--- src/inc/pifs_pkg.sv ---
package pifs_pkg;
	// ==========================================================
	// Register map
	localparam logic [7:0] PIFS_ADDR_POWER_IRQ_ALLOW = 8'h32;
	localparam logic [7:0] PIFS_ADDR_SUPV_IRQ_ALLOW  = 8'h33;
	localparam logic [7:0] PIFS_ADDR_POWER_FLAGS     = 8'h34;
	localparam logic [7:0] PIFS_ADDR_SUPV_FLAGS      = 8'h35;
	localparam logic [7:0] PIFS_ADDR_TRANSPORT_SLEEP = 8'h36;
	// ==========================================================
	// Field layout
	localparam int PIFS_BIT_PUSHBUTTON = 7;
	localparam int PIFS_BIT_WATCHDOG   = 6;
	localparam int PIFS_BIT_STEP_DOWN  = 5;
	localparam int PIFS_BIT_UP_DOWN    = 4;
	localparam int PIFS_BIT_SLEEP_REQ  = 0;
	localparam logic [7:0] PIFS_SUPV_MASK  = 8'hF0;
	localparam logic [7:0] PIFS_SLEEP_MASK = 8'h01;
	localparam logic [7:0] PIFS_RESET_BYTE = 8'h00;
endpackage
--- src/hdl/pifs_event_latch.sv ---
`timescale 1ns/1ps
// Sticky event flag: set wins over clear-on-read
module pifs_event_latch (
	input  wire logic clock,
	input  wire logic rst,
	input  wire logic set_pulse,
	input  wire logic clear_pulse,
	output logic      flag_q
);
	// ==========================================================
	// Latch
	always_ff @(posedge clock or posedge rst) begin
		if (rst) begin
			flag_q <= 1'b0;
		end else if (set_pulse) begin
			flag_q <= 1'b1;
		end else if (clear_pulse) begin
			flag_q <= 1'b0;
		end
	end
endmodule // pifs_event_latch

--- src/hdl/pifs_irq_flags.sv ---
`timescale 1ns/1ps
// Behaviour
// - Pushbutton reset press sets flag bit seven
// - Watchdog alarm sets flag bit six
// - Step-down rail good change sets bit five
// - Up-down rail good change sets bit four
// - Reading a flag register clears read flags
// - Bit zero controls transport sleep, resets zero
// - Supervisor flags gated by allow bits 7:4
// - Power flag register reports eight events
// - Power allow bits align, reset zero
module pifs_irq_flags
	import pifs_pkg::*;
(
	input  wire logic       clock,
	input  wire logic       rst,
	input  wire logic [7:0] reg_addr,
	input  wire logic       reg_wr,
	input  wire logic       reg_rd,
	input  wire logic [7:0] reg_wdata,
	output logic      [7:0] reg_rdata_q,
	input  wire logic [7:0] power_events,
	input  wire logic       pushbutton_reset_input,
	input  wire logic       watchdog_alarm,
	input  wire logic       step_down_rail_good,
	input  wire logic       up_down_rail_good,
	output logic            transport_sleep_request_q,
	output logic            irq_q
);
	// ==========================================================
	// Event detection
	logic       step_down_seen_q;
	logic       up_down_seen_q;
	logic       pushbutton_seen_q;
	logic       watchdog_seen_q;
	logic [7:0] power_seen_q;
	logic [7:0] power_flags;
	logic [7:0] supv_flags;
	logic [7:0] power_allow_q;
	logic [7:0] supv_allow_q;
	logic [7:0] power_set;
	logic [7:0] supv_set;
	wire  sel_pallow = (reg_addr == PIFS_ADDR_POWER_IRQ_ALLOW);
	wire  sel_sallow = (reg_addr == PIFS_ADDR_SUPV_IRQ_ALLOW);
	wire  sel_pflags = (reg_addr == PIFS_ADDR_POWER_FLAGS);
	wire  sel_sflags = (reg_addr == PIFS_ADDR_SUPV_FLAGS);
	wire  sel_sleep  = (reg_addr == PIFS_ADDR_TRANSPORT_SLEEP);
	wire  rd_pflags  = reg_rd && sel_pflags;
	wire  rd_sflags  = reg_rd && sel_sflags;

	// Pushbutton is active low on the pin; press is the falling edge
	always_ff @(posedge clock or posedge rst) begin
		if (rst) begin
			pushbutton_seen_q <= 1'b1;
			watchdog_seen_q   <= 1'b0;
			step_down_seen_q  <= 1'b0;
			up_down_seen_q    <= 1'b0;
			power_seen_q      <= PIFS_RESET_BYTE;
		end else begin
			pushbutton_seen_q <= pushbutton_reset_input;
			watchdog_seen_q   <= watchdog_alarm;
			step_down_seen_q  <= step_down_rail_good;
			up_down_seen_q    <= up_down_rail_good;
			power_seen_q      <= power_events;
		end
	end

	// Edges form one-cycle set pulses; rail good flags fire on either change
	always_comb begin
		supv_set = PIFS_RESET_BYTE;
		supv_set[PIFS_BIT_PUSHBUTTON] = pushbutton_seen_q && !pushbutton_reset_input;
		supv_set[PIFS_BIT_WATCHDOG]   = watchdog_alarm && !watchdog_seen_q;
		supv_set[PIFS_BIT_STEP_DOWN]  = step_down_rail_good ^ step_down_seen_q;
		supv_set[PIFS_BIT_UP_DOWN]    = up_down_rail_good ^ up_down_seen_q;
	end
	assign power_set = power_events & ~power_seen_q;

	// ==========================================================
	// Sticky flags, one latch per bit; reserved bits stay zero
	genvar gi;
	generate
		for (gi = 0; gi < 8; gi++) begin : g_flag
			pifs_event_latch u_power (
				.clock       (clock),
				.rst         (rst),
				.set_pulse   (power_set[gi]),
				.clear_pulse (rd_pflags),
				.flag_q      (power_flags[gi])
			);
			if (PIFS_SUPV_MASK[gi]) begin : g_supv
				pifs_event_latch u_supv (
					.clock       (clock),
					.rst         (rst),
					.set_pulse   (supv_set[gi]),
					.clear_pulse (rd_sflags),
					.flag_q      (supv_flags[gi])
				);
			end else begin : g_rsvd
				assign supv_flags[gi] = 1'b0;
			end
		end
	endgenerate

	// ==========================================================
	// Writable registers; reserved allow bits 3:0 kept as storage
	always_ff @(posedge clock or posedge rst) begin
		if (rst) begin
			power_allow_q             <= PIFS_RESET_BYTE;
			supv_allow_q              <= PIFS_RESET_BYTE;
			transport_sleep_request_q <= 1'b0;
		end else if (reg_wr) begin
			if (sel_pallow) begin
				power_allow_q <= reg_wdata;
			end else if (sel_sallow) begin
				supv_allow_q <= reg_wdata;
			end else if (sel_sleep) begin
				transport_sleep_request_q <= reg_wdata[PIFS_BIT_SLEEP_REQ];
			end
		end
	end

	// ==========================================================
	// Read mux; unmapped addresses return zero
	logic [7:0] rdata_d;
	assign rdata_d = sel_pallow ? power_allow_q :
		sel_sallow ? supv_allow_q :
		sel_pflags ? power_flags :
		sel_sflags ? supv_flags :
		sel_sleep ? ({7'h00, transport_sleep_request_q} & PIFS_SLEEP_MASK) :
		PIFS_RESET_BYTE;

	// Only allowed power and supervisor bits count; reserved allow bits are ignored
	wire irq_d = |(power_flags & power_allow_q) |
		|(supv_flags & supv_allow_q & PIFS_SUPV_MASK);

	always_ff @(posedge clock or posedge rst) begin
		if (rst) begin
			reg_rdata_q <= PIFS_RESET_BYTE;
			irq_q       <= 1'b0;
		end else begin
			reg_rdata_q <= reg_rd ? rdata_d : reg_rdata_q;
			irq_q       <= irq_d;
		end
	end
endmodule // pifs_irq_flags

--- config.mk ---
export PLATFORM = sky130hd
export DESIGN_NAME = pifs_irq_flags
export DESIGN_NICKNAME = d
export VERILOG_FILES = /design/src/inc/pifs_pkg.sv /design/src/hdl/pifs_event_latch.sv /design/src/hdl/pifs_irq_flags.sv
export SDC_FILE = /design/constraint.sdc
export NUM_CORES = 1
export LEC_CHECK = 0
export BUFFER_PORTS_ARGS = -buffer_cell sky130_fd_sc_hd__clkbuf_2
export CAP_MARGIN = 15
export CORE_UTILIZATION = 49
export CTS_CLUSTER_DIAMETER = 80
export DETAILED_ROUTE_END_ITERATION = 7
export HOLD_SLACK_MARGIN = 0.15
export PLACE_DENSITY = 0.8
export SETUP_SLACK_MARGIN = 0.02
export SLEW_MARGIN = 20
export SYNTH_ARGS = -nofsm -noshare
export SYNTH_HDL_FRONTEND = slang
export SYNTH_SLANG_ARGS = --single-unit
--- constraint.sdc ---
create_clock -name clock -period 1.6 [get_ports clock]
set_clock_uncertainty 0.05 [all_clocks]
set_input_delay 0.32 -clock clock [delete_from_list [all_inputs] [get_ports clock]]
set_output_delay 0.32 -clock clock [all_outputs]
set_load 0.02 [all_outputs]
==> out/results.ini <==
[clocking]
insertion_delay_ns = 0.30
cts_root_buffer = sky130_fd_sc_hd__clkbuf_8
clk_pin_slew_worst_paths_ns = 0.09
postCtsResizedCells = 0
cts_max_level = 2
cts_made_buffers = 5
numClockSinks = 50
cts_setup_buffers = 0
ctsLongestPathBuffers = 2
ctsHoldBuffers = 13
clock_tree_from_tritoncts = done

[power]
pwr-share-seq_pct = 54.8
switching_share_pct = 23.9
power.clock.fraction_pct = 33.3
p_sw_mw = 0.583
leakage_nw = 1.38
worst_ir_drop_vdd_mv = 0.589
pwr-share-comb_pct = 12.0
intPower_mw = 1.86
power-per-cell-area_mw_per_mm2 = 867

[grt]
antenna_found_initial = 0
grt_pass1_wl_microns = 8200
grt_util_all_layers_pct = 22.2
grtUsageMet2_pct = 36.5
grt_max_degree = 30
grtUsageMet3_pct = 5.19
globalRoute.totalOverflow = 0
m1_gr_usage_pct = 28.1
grt_pass1_vias = 1689
globalRoute.busiestLayer = met2

[sta]
worst_hold_slack_across_all_endpoints_ns = 0.223
timing.fmax_ghz = 0.774
min_cycle_time_layout_ns = 1.29
worst_max_slew_pin_slew_ns = 0.467
rsz0062_at_grt = no
slew_headroom_pct = 68.8
finalSetupViolations = 0
final_total_negative_setup_slack_ns = 0
final.period_utilization_pct = 80.8
max_slew_violations = 0
hold_violation_total_from_the_final_report = 0

[logic_synthesis]
ys_dominant_reg_cell = sky130_fd_sc_hd__dfrtp_1
largest_family_of_logic_cells_by_synthesized_area = simple AND/OR/NAND/NOR gates
synth-simple-area-share_pct = 13.4
ys_ff_latch = 50
synth-async-reset-ratio_pct = 100
postSynthCellCount = 167
synth_seq_area_share_pct = 55.0
syn_avg_cell_area_sq_um = 13.6
synth-compound-area-share_pct = 13.2
syn_area_sq_mm = 0.00228
synth_mux_area_share_pct = 12.8
synth-adder-area-share_pct = 0
synth.distinct_cells = 39
synth_nets = 199
yosys.area_share.xor_xnor_pct = 0.770
ys.warnings.count = 0
synth-edff-count = 0

[place]
place_hpwl_microns = 3520
gp_congestion = 0.842
portBuffers = 41
placedCellCount = 264

[setup_path]
worst_r2r_path_depth = 3
cp_data_arrival_time_ns = 1.43
cp-end-kind = flip-flop
worstReg2RegStart = g_flag[5].g_supv.u_supv.flag_q$_DFFE_PP0P_
cp.required_ns = 1.74
path_class = primary input to flip-flop
startpoint_type = primary input
regToRegSetupSlack_ns = 0.39
crit-reg2reg-capture = irq_q$_DFF_PP0_
critical_path_peak_fanout = 8

[route]
dr_total_vias = 1602
detail_route.vias_per_cell = 5.62
drt_iter0_drc = 85
detail_route.drc_violations = 0
final_antenna_net_count = 0
routed_wl_microns = 4910
drt-pass1-iter-count = 4
drt-wirelength-per-cell_microns = 17.2

[min_path]
holdCritPathClass = primary input to flip-flop
min_delay_worst_endpoint = supv_allow_q[1]$_DFFE_PP0P_
hold_path.startpoint = reg_wdata[1]
hold-path-cell-count = 2

[floorplanning]
die_height_microns = 70.2
die_area_sq_mm = 0.00492
dieWidth_microns = 70.2
floorplan.initialDensity_pct = 51.6
std_cell_rows = 24
core_area_sq_mm = 0.00441
top_level_ports = 42

[layout]
drive_above_1_share_pct = 38.2
area_growth_pct = 23.7
finish.net_count = 264
antenna_cells_inserted = 0
stdcell_count = 285
commonest_non_fill_non_tap_cell_in_the_layout = sky130_fd_sc_hd__dfrtp_1
most_frequent_cells_in_the_layout = sky130_fd_sc_hd__dfrtp_1 (49), sky130_fd_sc_hd__clkbuf_2 (41), sky130_fd_sc_hd__mux2_4 (16)

[status]
run_status = finished, final reports clean

[job]
maxcap_viol_count = 0

## critical path: stages
cell	delay [ns]
sky130_fd_sc_hd__clkbuf_2	0.09
sky130_fd_sc_hd__buf_4	0.13
sky130_fd_sc_hd__nor4b_4	0.24
sky130_fd_sc_hd__and3_4	0.33
sky130_fd_sc_hd__mux2_4	0.32
## area by class of cell
| type | count | area, sq um |
|---|---|---|
| fillers | 354 | 1600 |
| repair buffers | 64 | 423 |
| flip-flops and latches | 50 | 1250 |
| clock inverters | 1 | 8.76 |
| clock buffers | 7 | 96.3 |
| multi-input cells | 96 | 915 |
| inverters | 15 | 56.3 |
| well taps | 52 | 65.1 |
## power by group through the flow
stage          Sequential [mW]  Clock, mW  Combinational (mW)
2_1_floorplan             1.37          0               0.141
3_3_place_gp              1.36          0               0.262
3_5_place_dp              1.36          0               0.268
4_1_cts                   1.34      0.830               0.293
5_1_grt                   1.34      0.876               0.319
6_report                  1.34      0.812               0.292
## how the worst max path moves through the flow
stage	from	end	slack [ns]	depth (start not counted)
3_5_place_dp	reg_addr[3]	power_allow_q[6]$_DFFE_PP0P_	-0.004	5
5_1_grt	reg_addr[3]	power_allow_q[4]$_DFFE_PP0P_	0.28	5
2_1_floorplan	rst	g_flag[0].u_power.flag_q$_DFFE_PP0P_	0.03	1
4_1_cts	reg_addr[3]	power_allow_q[4]$_DFFE_PP0P_	0.31	5
3_3_place_gp	reg_addr[3]	power_allow_q[7]$_DFFE_PP0P_	0.03	5
6_report	reg_addr[3]	power_allow_q[4]$_DFFE_PP0P_	0.31	5
## cells in the mapped netlist (2+ instances only)
library cell               number  area (sq um)
sky130_fd_sc_hd__o221ai_1       4          35.0
sky130_fd_sc_hd__o32ai_1        4          35.0
sky130_fd_sc_hd__nand2b_1       5          31.3
sky130_fd_sc_hd__mux2_4        16           240
sky130_fd_sc_hd__nor2_1         3          11.3
sky130_fd_sc_hd__a221oi_1       3          26.3
sky130_fd_sc_hd__a21o_1         2          15.0
sky130_fd_sc_hd__and3b_1        2          17.5
sky130_fd_sc_hd__nand3_1        2          10.0
sky130_fd_sc_hd__inv_1         15          56.3
sky130_fd_sc_hd__a22o_1        13           114
sky130_fd_sc_hd__dfrtp_1       49          1230
sky130_fd_sc_hd__nor2b_1       11          68.8
sky130_fd_sc_hd__a22oi_1        3          22.5
sky130_fd_sc_hd__nand4_1        2          12.5
sky130_fd_sc_hd__xor2_1         2          17.5
sky130_fd_sc_hd__buf_2          2          10.0
sky130_fd_sc_hd__and2b_1        2          15.0
sky130_fd_sc_hd__mux2i_1        4          40.0
sky130_fd_sc_hd__o221a_2        4          45.0
## logic make-up (layout without fill, tap and decap cells)
group | count (synthesis) | count (layout)
buf+inv | 21 | 87
simple gates | 39 | 39
flops | 50 | 50
xor+xnor | 2 | 2
mux | 21 | 21
compound gates | 34 | 34
## metal layers
layer | part of all wire, % | up-vias
met3 | 5.6 | 9
met1 | 45 | 804
li1 | - | 740
met2 | 48 | 49
met5 | 0 | -
met4 | 2.2 | 0
## metrics by stage
step | worst slack [ns] | area [sq um] | utilization [%] | total power, mW
5_1_grt | 0.276 | 2820 | 63.8 | 2.54
3_5_place_dp | -0.00353 | 2580 | 58.5 | 1.63
3_3_place_gp | 0.0259 | 2580 | 58.5 | 1.62
6_report | 0.307 | 2820 | 63.8 | 2.44
4_1_cts | 0.311 | 2820 | 63.8 | 2.46
2_1_floorplan | 0.0305 | 2280 | - | 1.51
## state kept, by name (all words and copies together) (netlist names), 4 cells and up
name,flops
g_flag.g_supv.u_supv.flag_q,4
g_flag.u_power.flag_q,8
power_allow_q,8
power_seen_q,8
reg_rdata_q,8
supv_allow_q,8
(Power assumes the default switching activity.)
